[src/common/region_guard_pkg.sv]
// Shared constants for the memory region guard
package region_guard_pkg;

	// ---------------------------------------------------------------
	// Region geometry
	// ---------------------------------------------------------------
	localparam int          MAX_REGIONS  = 8;
	localparam int          REGION_IDX_W = 3;
	localparam int          SUB_COUNT    = 8;
	localparam int          SUB_IDX_W    = 3;
	localparam int          SIZE_W       = 5;
	localparam logic [4:0]  SIZE_MIN     = 5'h03;

	// ---------------------------------------------------------------
	// Permission encodings
	// ---------------------------------------------------------------
	localparam int          PERM_W       = 2;
	localparam logic [1:0]  PERM_NONE    = 2'h0;
	localparam logic [1:0]  PERM_RO      = 2'h1;
	localparam logic [1:0]  PERM_RW      = 2'h2;

	// ---------------------------------------------------------------
	// Values after reset
	// ---------------------------------------------------------------
	localparam logic        REGION_EN_RST = 1'h0;
	localparam logic [1:0]  PERM_RST      = 2'h0;
	localparam logic [4:0]  SIZE_RST      = 5'h1F;
	localparam logic [7:0]  SUB_DIS_RST   = 8'h00;

	// ---------------------------------------------------------------
	// Guard state machine
	// ---------------------------------------------------------------
	typedef enum logic [1:0] {
		ST_IDLE,
		ST_MEM,
		ST_RESP
	} guard_state_e;

endpackage

[src/hdl/memory_region_guard.sv]
// Region protection unit between core access path and memory
`timescale 1ns/100ps
module memory_region_guard #(
	parameter int ADDR_W      = 32,
	parameter int DATA_W      = 32,
	parameter int NUM_REGIONS = 8
) (
	// Clock and reset
	input  wire logic                    sys_clk,
	input  wire logic                    rst_b,
	// Region configuration
	input  wire logic                    cfg_we,
	input  wire logic [2:0]              cfg_idx,
	input  wire logic                    cfg_en,
	input  wire logic [ADDR_W-1:0]       cfg_base,
	input  wire logic [4:0]              cfg_size,
	input  wire logic [7:0]              cfg_sub_dis,
	input  wire logic [1:0]              cfg_perm,
	// Core request
	input  wire logic                    req_valid,
	input  wire logic [ADDR_W-1:0]       req_addr,
	input  wire logic                    req_write,
	input  wire logic [DATA_W-1:0]       req_wdata,
	output logic                         req_ready_r,
	// Core answer
	output logic                         resp_done_r,
	output logic [DATA_W-1:0]            resp_rdata_r,
	output logic                         fault_r,
	output logic [ADDR_W-1:0]            fault_addr_r,
	output logic                         fault_write_r,
	// Memory side
	output logic                         mem_valid_r,
	output logic [ADDR_W-1:0]            mem_addr_r,
	output logic                         mem_write_r,
	output logic [DATA_W-1:0]            mem_wdata_r,
	input  wire logic                    mem_ready,
	input  wire logic [DATA_W-1:0]       mem_rdata
);

	// ---------------------------------------------------------------
	// Elaboration checks
	// ---------------------------------------------------------------
	if (NUM_REGIONS < 1 || NUM_REGIONS > region_guard_pkg::MAX_REGIONS) begin : g_bad_regions
		$error("NUM_REGIONS out of range");
	end
	if (ADDR_W < 8 || ADDR_W > 32) begin : g_bad_addr
		$error("ADDR_W out of range");
	end

	// ---------------------------------------------------------------
	// Region settings
	// ---------------------------------------------------------------
	logic                    cfg_en_r      [NUM_REGIONS];
	logic [ADDR_W-1:0]       cfg_base_r    [NUM_REGIONS];
	logic [4:0]              cfg_size_r    [NUM_REGIONS];
	logic [7:0]              cfg_sub_dis_r [NUM_REGIONS];
	logic [1:0]              cfg_perm_r    [NUM_REGIONS];
	logic                    cfg_hit_w;

	assign cfg_hit_w = cfg_we && (int'(cfg_idx) < NUM_REGIONS);

	always_ff @(posedge sys_clk or negedge rst_b) begin
		if (!rst_b) begin
			for (int i = 0; i < NUM_REGIONS; i++) begin
				cfg_en_r[i]      <= region_guard_pkg::REGION_EN_RST;
				cfg_base_r[i]    <= '0;
				cfg_size_r[i]    <= region_guard_pkg::SIZE_RST;
				cfg_sub_dis_r[i] <= region_guard_pkg::SUB_DIS_RST;
				cfg_perm_r[i]    <= region_guard_pkg::PERM_RST;
			end
		end else if (cfg_hit_w) begin
			cfg_en_r[cfg_idx]      <= cfg_en;
			cfg_base_r[cfg_idx]    <= cfg_base;
			cfg_size_r[cfg_idx]    <= cfg_size;
			cfg_sub_dis_r[cfg_idx] <= cfg_sub_dis;
			cfg_perm_r[cfg_idx]    <= cfg_perm;
		end
	end

	// ---------------------------------------------------------------
	// Region matchers
	// ---------------------------------------------------------------
	logic [NUM_REGIONS-1:0]  in_range_w;
	logic [NUM_REGIONS-1:0]  hit_w;
	logic [NUM_REGIONS-1:0]  allow_w;
	logic [2:0]              sub_idx_w     [NUM_REGIONS];

	for (genvar g = 0; g < NUM_REGIONS; g++) begin : g_region
		region_matcher #(
			.ADDR_W    (ADDR_W)
		) u_match (
			.addr      (req_addr),
			.write     (req_write),
			.region_en (cfg_en_r[g]),
			.base      (cfg_base_r[g]),
			.size_log2 (cfg_size_r[g]),
			.sub_dis   (cfg_sub_dis_r[g]),
			.perm      (cfg_perm_r[g]),
			.in_range  (in_range_w[g]),
			.hit       (hit_w[g]),
			.allow     (allow_w[g]),
			.sub_idx   (sub_idx_w[g])
		);
	end

	// Highest numbered hitting region decides
	logic                    any_hit_w;
	logic                    sel_allow_w;
	logic [1:0]              sel_perm_w;

	always_comb begin
		any_hit_w   = 1'b0;
		sel_allow_w = 1'b0;
		sel_perm_w  = region_guard_pkg::PERM_NONE;
		for (int i = 0; i < NUM_REGIONS; i++) begin
			if (hit_w[i]) begin
				any_hit_w   = 1'b1;
				sel_allow_w = allow_w[i];
				sel_perm_w  = cfg_perm_r[i];
			end
		end
	end

	// ---------------------------------------------------------------
	// Access decision
	// ---------------------------------------------------------------
	logic                    take_w;
	logic                    pass_w;
	logic                    mem_end_w;

	assign take_w    = req_valid && req_ready_r;
	assign pass_w    = any_hit_w && sel_allow_w;
	assign mem_end_w = mem_valid_r && mem_ready;

	// ---------------------------------------------------------------
	// Sequencing
	// ---------------------------------------------------------------
	region_guard_pkg::guard_state_e state_r;
	region_guard_pkg::guard_state_e state_nxt;

	always_comb begin
		state_nxt = state_r;
		unique case (state_r)
			region_guard_pkg::ST_IDLE: begin
				if (take_w) begin
					state_nxt = pass_w ? region_guard_pkg::ST_MEM : region_guard_pkg::ST_RESP;
				end
			end
			region_guard_pkg::ST_MEM: begin
				if (mem_ready) begin
					state_nxt = region_guard_pkg::ST_RESP;
				end
			end
			region_guard_pkg::ST_RESP: begin
				state_nxt = region_guard_pkg::ST_IDLE;
			end
			default: begin
				state_nxt = region_guard_pkg::ST_IDLE;
			end
		endcase
	end

	always_ff @(posedge sys_clk or negedge rst_b) begin
		if (!rst_b) begin
			state_r     <= region_guard_pkg::ST_IDLE;
			req_ready_r <= 1'b1;
		end else begin
			state_r     <= state_nxt;
			req_ready_r <= (state_nxt == region_guard_pkg::ST_IDLE);
		end
	end

	// Memory request only for permitted accesses
	always_ff @(posedge sys_clk or negedge rst_b) begin
		if (!rst_b) begin
			mem_valid_r <= 1'b0;
			mem_addr_r  <= '0;
			mem_write_r <= 1'b0;
			mem_wdata_r <= '0;
		end else if (take_w && pass_w) begin
			mem_valid_r <= 1'b1;
			mem_addr_r  <= req_addr;
			mem_write_r <= req_write;
			mem_wdata_r <= req_wdata;
		end else if (mem_end_w) begin
			mem_valid_r <= 1'b0;
			mem_write_r <= 1'b0;
		end
	end

	// Completion or fault, never both
	always_ff @(posedge sys_clk or negedge rst_b) begin
		if (!rst_b) begin
			resp_done_r  <= 1'b0;
			resp_rdata_r <= '0;
		end else begin
			resp_done_r <= mem_end_w;
			if (mem_end_w) begin
				resp_rdata_r <= mem_rdata;
			end
		end
	end

	always_ff @(posedge sys_clk or negedge rst_b) begin
		if (!rst_b) begin
			fault_r       <= 1'b0;
			fault_addr_r  <= '0;
			fault_write_r <= 1'b0;
		end else begin
			fault_r <= take_w && !pass_w;
			if (take_w && !pass_w) begin
				fault_addr_r  <= req_addr;
				fault_write_r <= req_write;
			end
		end
	end

	// ---------------------------------------------------------------
	// Assertions
	// ---------------------------------------------------------------
	property p_cfg_store;
		@(posedge sys_clk) disable iff (!rst_b)
		cfg_hit_w |=> cfg_en_r[$past(cfg_idx)] == $past(cfg_en);
	endproperty
	a_cfg_store: assert property (p_cfg_store) else $error("region enable not stored");

	for (genvar g = 0; g < NUM_REGIONS; g++) begin : g_sub_chk
		property p_sub_excl;
			@(posedge sys_clk) disable iff (!rst_b)
			in_range_w[g] && cfg_sub_dis_r[g][sub_idx_w[g]] && take_w && (hit_w == '0) |=> fault_r;
		endproperty
		a_sub_excl: assert property (p_sub_excl) else $error("excluded subregion passed");
	end

	property p_no_region;
		@(posedge sys_clk) disable iff (!rst_b)
		take_w && !any_hit_w |=> fault_r && !mem_valid_r ##1 req_ready_r;
	endproperty
	a_no_region: assert property (p_no_region) else $error("unmapped access not faulted");

	property p_denied;
		@(posedge sys_clk) disable iff (!rst_b)
		take_w && any_hit_w && !sel_allow_w |=> fault_r && fault_addr_r == $past(req_addr);
	endproperty
	a_denied: assert property (p_denied) else $error("forbidden access not faulted");

	property p_ro_read;
		@(posedge sys_clk) disable iff (!rst_b)
		take_w && any_hit_w && sel_perm_w == region_guard_pkg::PERM_RO && !req_write
		|=> mem_valid_r && !mem_write_r && !fault_r;
	endproperty
	a_ro_read: assert property (p_ro_read) else $error("read-only read refused");

	property p_ro_write;
		@(posedge sys_clk) disable iff (!rst_b)
		take_w && any_hit_w && sel_perm_w == region_guard_pkg::PERM_RO && req_write |=> fault_r && fault_write_r;
	endproperty
	a_ro_write: assert property (p_ro_write) else $error("read-only write passed");

	property p_none;
		@(posedge sys_clk) disable iff (!rst_b)
		take_w && any_hit_w && sel_perm_w == region_guard_pkg::PERM_NONE |=> fault_r ##1 !fault_r;
	endproperty
	a_none: assert property (p_none) else $error("no-access region passed");

	property p_fault_excl;
		@(posedge sys_clk) disable iff (!rst_b)
		fault_r |-> !resp_done_r && !mem_valid_r && !$past(mem_valid_r);
	endproperty
	a_fault_excl: assert property (p_fault_excl) else $error("fault with memory activity");

	property p_mem_hold;
		@(posedge sys_clk) disable iff (!rst_b)
		mem_valid_r && !mem_ready |=> mem_valid_r && $stable(mem_addr_r) && $stable(mem_write_r);
	endproperty
	a_mem_hold: assert property (p_mem_hold) else $error("memory request dropped");

	c_fault:     cover property (@(posedge sys_clk) disable iff (!rst_b) fault_r);
	c_write_ok:  cover property (@(posedge sys_clk) disable iff (!rst_b) resp_done_r && $past(mem_write_r));
	c_ro_read:   cover property (@(posedge sys_clk) disable iff (!rst_b)
		take_w && sel_perm_w == region_guard_pkg::PERM_RO && any_hit_w && !req_write);
	c_sub_block: cover property (@(posedge sys_clk) disable iff (!rst_b) take_w && (in_range_w & ~hit_w) != '0);

endmodule // memory_region_guard

[src/hdl/region_matcher.sv]
// Address match and permission check for one protection region
`timescale 1ns/100ps
module region_matcher #(
	parameter int ADDR_W = 32
) (
	// Access under test
	input  wire logic [ADDR_W-1:0] addr,
	input  wire logic              write,
	// Region settings
	input  wire logic              region_en,
	input  wire logic [ADDR_W-1:0] base,
	input  wire logic [4:0]        size_log2,
	input  wire logic [7:0]        sub_dis,
	input  wire logic [1:0]        perm,
	// Result
	output logic                   in_range,
	output logic                   hit,
	output logic                   allow,
	output logic [2:0]             sub_idx
);

	logic [4:0]        eff_size_w;
	logic [ADDR_W-1:0] mask_w;
	logic [ADDR_W-1:0] shifted_w;

	assign eff_size_w = (size_log2 < region_guard_pkg::SIZE_MIN) ? region_guard_pkg::SIZE_MIN : size_log2;
	assign mask_w     = {ADDR_W{1'b1}} << eff_size_w;
	// Top three offset bits pick one of eight equal parts
	assign shifted_w  = addr >> (eff_size_w - region_guard_pkg::SIZE_MIN);
	assign sub_idx    = shifted_w[2:0];
	assign in_range   = region_en && (((addr ^ base) & mask_w) == '0);
	assign hit        = in_range && !sub_dis[sub_idx];
	// Read-only passes reads only, none passes nothing
	assign allow      = (perm == region_guard_pkg::PERM_RW) ||
	                    ((perm == region_guard_pkg::PERM_RO) && !write);

endmodule // region_matcher

[config.mk]
export PLATFORM = sky130hd
export DESIGN_NAME = memory_region_guard
export DESIGN_NICKNAME = d
export VERILOG_FILES = /design/src/common/region_guard_pkg.sv /design/src/hdl/memory_region_guard.sv /design/src/hdl/region_matcher.sv
export SDC_FILE = /design/constraint.sdc
export NUM_CORES = 1
export LEC_CHECK = 0
export BUFFER_PORTS_ARGS = -buffer_cell sky130_fd_sc_hd__buf_2
export CAP_MARGIN = 20
export CORE_MARGIN = 8
export CORE_UTILIZATION = 30
export DETAILED_ROUTE_END_ITERATION = 12
export SLEW_MARGIN = 30
export SYNTH_ARGS = -nofsm -noshare
export SYNTH_HDL_FRONTEND = slang
export SYNTH_SLANG_ARGS = --single-unit
[constraint.sdc]
create_clock -name sys_clk -period 5.3 [get_ports sys_clk]
set_input_delay 1.06 -clock sys_clk [delete_from_list [all_inputs] [get_ports sys_clk]]
set_output_delay 1.06 -clock sys_clk [all_outputs]
set_load 0.05 [all_outputs]
==> results of run 1 <==
routing by layer:
| metal | GRT usage, % | vias to the layer above |
|---|---|---|
| met5 | 0 | - |
| met4 | 7.90 | 0 |
| met3 | 4.59 | 276 |
| met2 | 31.8 | 1310 |
| met1 | 27.0 | 13900 |
| li1 | - | 11900 |
final cells by class:
cell class	instances	area (um^2)	area share, %
antenna	7	17.5	0.0432
clock buffer	96	1930	4.75
clock inverter	23	312	0.769
inverter	84	327	0.806
multi-input combinational	2120	18800	46.4
sequential	512	12900	31.7
tap	1414	1770	4.37
timing repair buffer	621	4510	11.1
what timing repair did:
item	in CTS	in global routing
endpoints found under the setup margin	64	101
buffers inserted	0	3
hold buffers	0	0
hold endpoints to repair	0	0
gates resized for setup	3	46
pin swaps	0	9
cloned	0	7
per-stage QoR:
step	instance area (um^2)	instances	hold WS [ns]	setup WS (ns)	TNS (ns)
5_1_grt	40500	4875	0.494	-0.0357	-0.821
3_5_place_dp	37900	4741	0.459	-0.0446	-0.755
3_3_place_gp	37900	4741	0.444	0.000524	0
2_1_floorplan	33000	2997	0.424	0.0673	0
4_1_cts	40100	4860	0.467	0.0345	0
6_report	40500	4877	0.463	0.172	0
synthesized netlist by cell type (29+ instances only):
cell      instances  area share, %
dfrtp_1         471             36
ha_1             32            1.2
xnor2_1         132            3.5
a31oi_1          47           0.89
mux2_1           40            1.4
clkbuf_1        201            2.3
buf_1            43           0.49
mux2_2          452             15
nor2_1           92            1.0
o21ai_0         119            1.8
mux2i_1         126            3.8
a21oi_1         123            1.9
nor3_1           52           0.79
nand3_1          43           0.65
mux2_4           29            1.3
a211oi_1         32           0.73
mux4_2           90            6.1
xor2_1          126            3.3
dfstp_2          41            3.3
nand2_1         151            1.7
inv_1            68           0.77
layout by cell type (no fill, tap or decap), types with 19 or more instances in the layout:
| master | n |
|---|---|
| a211oi_1 | 31 |
| a21oi_1 | 123 |
| a22oi_1 | 20 |
| a31oi_1 | 46 |
| buf_12 | 34 |
| buf_2 | 284 |
| buf_4 | 288 |
| clkbuf_16 | 73 |
| dfrtp_1 | 471 |
| dfstp_2 | 41 |
| ha_1 | 28 |
| inv_1 | 67 |
| mux2_1 | 40 |
| mux2_2 | 452 |
| mux2_4 | 29 |
| mux2i_1 | 122 |
| mux4_2 | 90 |
| nand2_1 | 151 |
| nand2b_1 | 26 |
| nand3_1 | 42 |
| nor2_1 | 91 |
| nor2b_1 | 27 |
| nor3_1 | 45 |
| nor4_1 | 19 |
| o211ai_1 | 24 |
| o21ai_0 | 119 |
| xnor2_1 | 132 |
| xor2_1 | 126 |
flip-flops by register name, indices dropped and copies added (netlist names):
name	cells
cfg_sub_dis_r	64
mem_addr_r	32
mem_valid_r	1
cfg_base_r	248
mem_write_r	1
cfg_size_r	40
resp_rdata_r	32
fault_r	1
cfg_en_r	8
fault_write_r	1
state_r	2
resp_done_r	1
cfg_perm_r	16
fault_addr_r	32
mem_wdata_r	32
req_ready_r	1
report_power, final:
group / total (uW) / switching [uW] / internal [uW]
Combinational: 8130 / 4410 / 3720
Clock: 4670 / 1910 / 2760
Sequential: 5080 / 428 / 4650
Total: 17900 / 6750 / 11100
cells by family after synthesis:
kind of cell             Yosys count
AO/OA/AOI/OAI                    565
XOR/XNOR                         258
adder cells (fa/ha/maj)           39
buffers and inverters            365
flip-flops                       512
multiplexers                     743
AND/OR/NAND/NOR                  515
worst paths after layout:
check / startpoint / to / slack, ns / cells after the start
hold reg to reg: state_r[1] / state_r[0] / 0.46 / 1
hold / removal: state_r[1] / state_r[0] / 0.46 / 1
setup reg to reg: cfg_size_r[4] / fault_addr_r[0] / 0.17 / 20
min in group asynchronous: rst_b / resp_rdata_r[14] / 0.47 / 1
max in group asynchronous: rst_b / cfg_sub_dis_r[38] / 3.58 / 2
setup / recovery: cfg_size_r[4] / fault_addr_r[0] / 0.17 / 20
==> results.cfg, run 1 <==
[critical_path]
end_kind = flip-flop
worstSetupPathType = flip-flop to flip-flop
crit_path_start_kind = flip-flop
crit_fanout = 9
cp_slowest_stage_delay_ns = 0.55
cp_top_family = multiplexers
arrival_ns = 5.65
crit_buf_inv = 5
crit_required_ns = 5.83
crit_chain = or3_1 -> nand2b_1 -> ha_1 -> inv_1 -> ha_1 -> clkinv_1 -> mux4_2 -> o221ai_1 -> a2bb2oi_2 -> mux4_2 -> mux2i_1 -> nand3_2 -> o31ai_1 -> nor3_2 -> buf_4 -> o21ai_4 -> and3b_4 -> buf_12 -> buf_12 -> mux2_2
slowest_stage = mux4_2

[clock_network]
cts_buffers = 66
clockRootBuffer = clkbuf_16
cts_max_path_buffers = 3
cts.sinks = 512
cts.clk_slew.worst_paths_ns = 0.06
h-tree-depth = 3
cts_tree = done
clk_latency_ns = 0.65

[grt]
grt_overflow = 0
antenna_found_initial = 20
grtUsageTotal_pct = 20.2
grt_pass1_vias = 27900
grt_pass1_wl_um = 187000
grt_max_degree = 130

[synthesis]
synthXorXnorAreaFrac_pct = 6.85
synth_top_family_by_area = multiplexers
syn_area_um2 = 33000
syn_nets = 3182
synthMuxAreaShare_pct = 28.6
yosys_warnings = 0
ys_seq_area_share_pct = 39.0
synth_edf_count = 0
synth-compound-area-share_pct = 11.6
yosys.area_share.adder_pct = 1.43
synth_ff_type = dfrtp_1
synth_cell_types = 99
yosys_register_bits = 512
synth_cells = 2997
syn-mean-instance-area_um2 = 11.0
synthArstFlopShare_pct = 100
synth-simple-area-share_pct = 7.91

[worst_hold_path]
hp-class = flip-flop to flip-flop

[run_status]
status = finished clean

[power_and_ir_drop]
powerDensity_nw_per_um2 = 441
p_leak_uw = 0.0176
vdd.ir_drop.worst_mv = 0.216
total_power_uw = 17900

[place]
place_congestion = 0.968
place_hpwl_um = 93000
numPortBuffers = 285

[floorplanning]
die_x_um = 348
core_area_um2 = 109000
rows = 121
dieHeight_um = 348
start_util_pct = 30.2
io_pins = 287
die_area_um2 = 121000

[timing]
slew_violations = 0
slew_headroom_pct = 35.3
setup_viol = 0
max_freq_ghz = 0.195
worstMarginPinSlew_ns = 0.944
fin_crit_sh_pct = 96.8
skew_ns = 0.0364
finalHoldViolCount = 0
finalCriticalPeriod_ns = 5.13

[route]
via_per_inst = 5.62
drcViolationCount = 0
drt-met1-wl_um = 54100
wirelength_um = 127000
top_layer = met4
drtIter0Drc = 2634
dr.pass1.iters = 8
antenna_left = 0
routed-wl-met3_um = 10600
wl_met2_um = 57700
wl_per_cell_um = 26.1
vias = 27400

[finish]
drive_gt1_share_pct = 40.8
final_nets = 3590
syn_to_final_growth_pct = 22.9
final_util_pct = 37.2
nFillCells = 10800

[job]
max_cap_viol_count = 0
No activity file was read; power rests on OpenSTA's default activity.
==> run 2: changes to the inputs <==
==> constraint.sdc (replaced) <==
create_clock -name sys_clk -period 5.3 [get_ports sys_clk]
set_input_delay 0.53 -clock sys_clk [delete_from_list [all_inputs] [get_ports sys_clk]]
set_output_delay 0.53 -clock sys_clk [all_outputs]
set_load 0.05 [all_outputs]
==> results.cfg, run 2 (same netlist as run 1, synthesis figures left out) <==
[run_status]
status = finished clean

[clock_network]
clk_latency_ns = 0.63
clockRootBuffer = clkbuf_16
cts_buffers = 66
h-tree-depth = 3
cts_tree = done
cts_max_path_buffers = 3
cts.sinks = 512
cts.clk_slew.worst_paths_ns = 0.06

[power_and_ir_drop]
internal_power_uw = 10900
vdd.ir_drop.worst_mv = 0.222
powerDensity_nw_per_um2 = 444
p_leak_uw = 0.0170
p_switching_uw = 6520
sw_frac_of_total_pct = 37.3
p_comb_share_pct = 44.2
power.share.sequential_pct = 29.2
clockPowerShare_pct = 26.6

[grt]
grt_max_degree = 126
grt_pass1_vias = 27300
grtUsageTotal_pct = 19.4
use_met2_pct = 30.1
use_met1_pct = 26.5
grt_use_met3_pct = 4.33
grt_overflow = 0
grt_pass1_wl_um = 180000
antenna_found_initial = 28
busiest_layer = met2

[critical_path]
worstSetupPathType = flip-flop to flip-flop
arrival_ns = 5.60
cp_top_family = simple AND/OR/NAND/NOR gates
crit_buf_inv = 2
crit_chain = nor3_2 -> or2_2 -> ha_1 -> nor3_1 -> xor2_1 -> buf_4 -> o21ai_0 -> mux4_2 -> mux4_2 -> or3_1 -> a21oi_1 -> o21a_1 -> nor3_2 -> o21ai_2 -> and3b_4 -> clkbuf_16 -> mux2_4
slowest_stage = dfstp_2
crit_path_start_kind = flip-flop
r2r_slack_ns = 0.21
crit_required_ns = 5.80
crit_fanout = 12
end_kind = flip-flop
cp_slowest_stage_delay_ns = 0.54

[finish]
nFillCells = 10900
final_cell_mix = dfrtp_1 (471), mux2_2 (452), buf_2 (284)
multi_input_area_um2 = 18700
final_nets = 3487
drive_gt1_share_pct = 38.9
seq_area_um2 = 12900
syn_to_final_growth_pct = 19.5
largestRegisters = cfg_base_r (248), cfg_sub_dis_r (64), cfg_size_r (40)
final_util_pct = 36.1
regMostFlops = cfg_base_r
largest_register_ff_count = 248
mostFrequentLayoutCell = dfrtp_1

[timing]
finalCriticalPeriod_ns = 5.09
finalHoldViolCount = 0
setup_viol = 0
slew_headroom_pct = 36.8
slew_violations = 0
max_freq_ghz = 0.196
worstMarginPinSlew_ns = 0.948
fin_crit_sh_pct = 96.1
skew_ns = 0.0292
setup_tns_ns = 0

[route]
wirelength_um = 123000
drtIter0Drc = 2918
antenna_left = 0
via_per_inst = 5.64
vias = 26900
drcViolationCount = 0
wl_per_cell_um = 25.7
dr.pass1.iters = 6

[floorplanning]
start_util_pct = 30.2
core_area_um2 = 109000
io_pins = 287
die_x_um = 348
die_area_um2 = 121000
rows = 121
dieHeight_um = 348

[place]
numPortBuffers = 285
place_hpwl_um = 87100
place_congestion = 0.923

[worst_hold_path]
hp-class = input port to flip-flop

[job]
max_cap_viol_count = 0
## run 2: power by group through the flow
stage	clock network [uW]	logic (uW)	registers, uW
detailed placement	0	7480	5160
global route	4930	8290	5190
CTS	4770	7520	5100
finish	4650	7720	5100
floorplan	0	5240	5240
global placement	0	7420	5130
## run 2: final cells by class
type                            count  area share, %
Multi-Input combinational cell   2120           47.5
Sequential cell                   512           32.7
Timing Repair Buffer              518           8.66
Clock buffer                       95           4.80
Tap cell                         1414           4.49
Clock inverter                     27          0.956
Inverter                           84          0.845
Antenna cell                        7         0.0445
## run 2: timing repair
item | 4_1_cts | 5_1_grt
resized for setup | 0 | 33
hold buffers | 1 | 0
endpoints found under the setup margin | 0 | 98
hold endpoints to repair | 46 | 0
setup buffers | 0 | 6
## run 2: routing by layer
metal,vias up,routed length (um)
met5,-,9
met4,2,5440
met3,352,11000
met2,1368,54300
met1,13600,52000
li1,11600,-
## run 2: final timing paths
check,startpoint,to,depth (start not counted)
max in group asynchronous,rst_b,mem_addr_r[8],3
min in group asynchronous,rst_b,resp_rdata_r[14],2
min,req_wdata[27],mem_wdata_r[27],2
max reg2reg,cfg_size_r[23],fault_addr_r[17],17
max,cfg_size_r[23],fault_addr_r[17],17
min reg2reg,state_r[1],state_r[1],1
## run 2: stage by stage
stage               total power (uW)  setup WS [ns]  hold slack, ns  cell area (um^2)  cells
floorplan                      10500         0.0673           0.234             33000   2997
global placement               12500          0.120           0.439             36900   4638
detailed placement             12600         0.0632           0.445             36900   4638
CTS                            17400         0.0268          0.0715             39100   4761
global route                   18400        -0.0155          0.0746             39400   4771
finish                         17500          0.206           0.121             39400   4777
## run 2: worst reg2reg max path, stage by stage, from the launching register on
cell and delay [ns]:
dfstp_2 0.54, nor3_2 0.06, or2_2 0.28, ha_1 0.24, nor3_1 0.33, xor2_1 0.18
buf_4 0.22, o21ai_0 0.10, mux4_2 0.51, mux4_2 0.54, or3_1 0.38, a21oi_1 0.14
o21a_1 0.21, nor3_2 0.08, o21ai_2 0.18, and3b_4 0.43, clkbuf_16 0.26, mux2_4 0.30
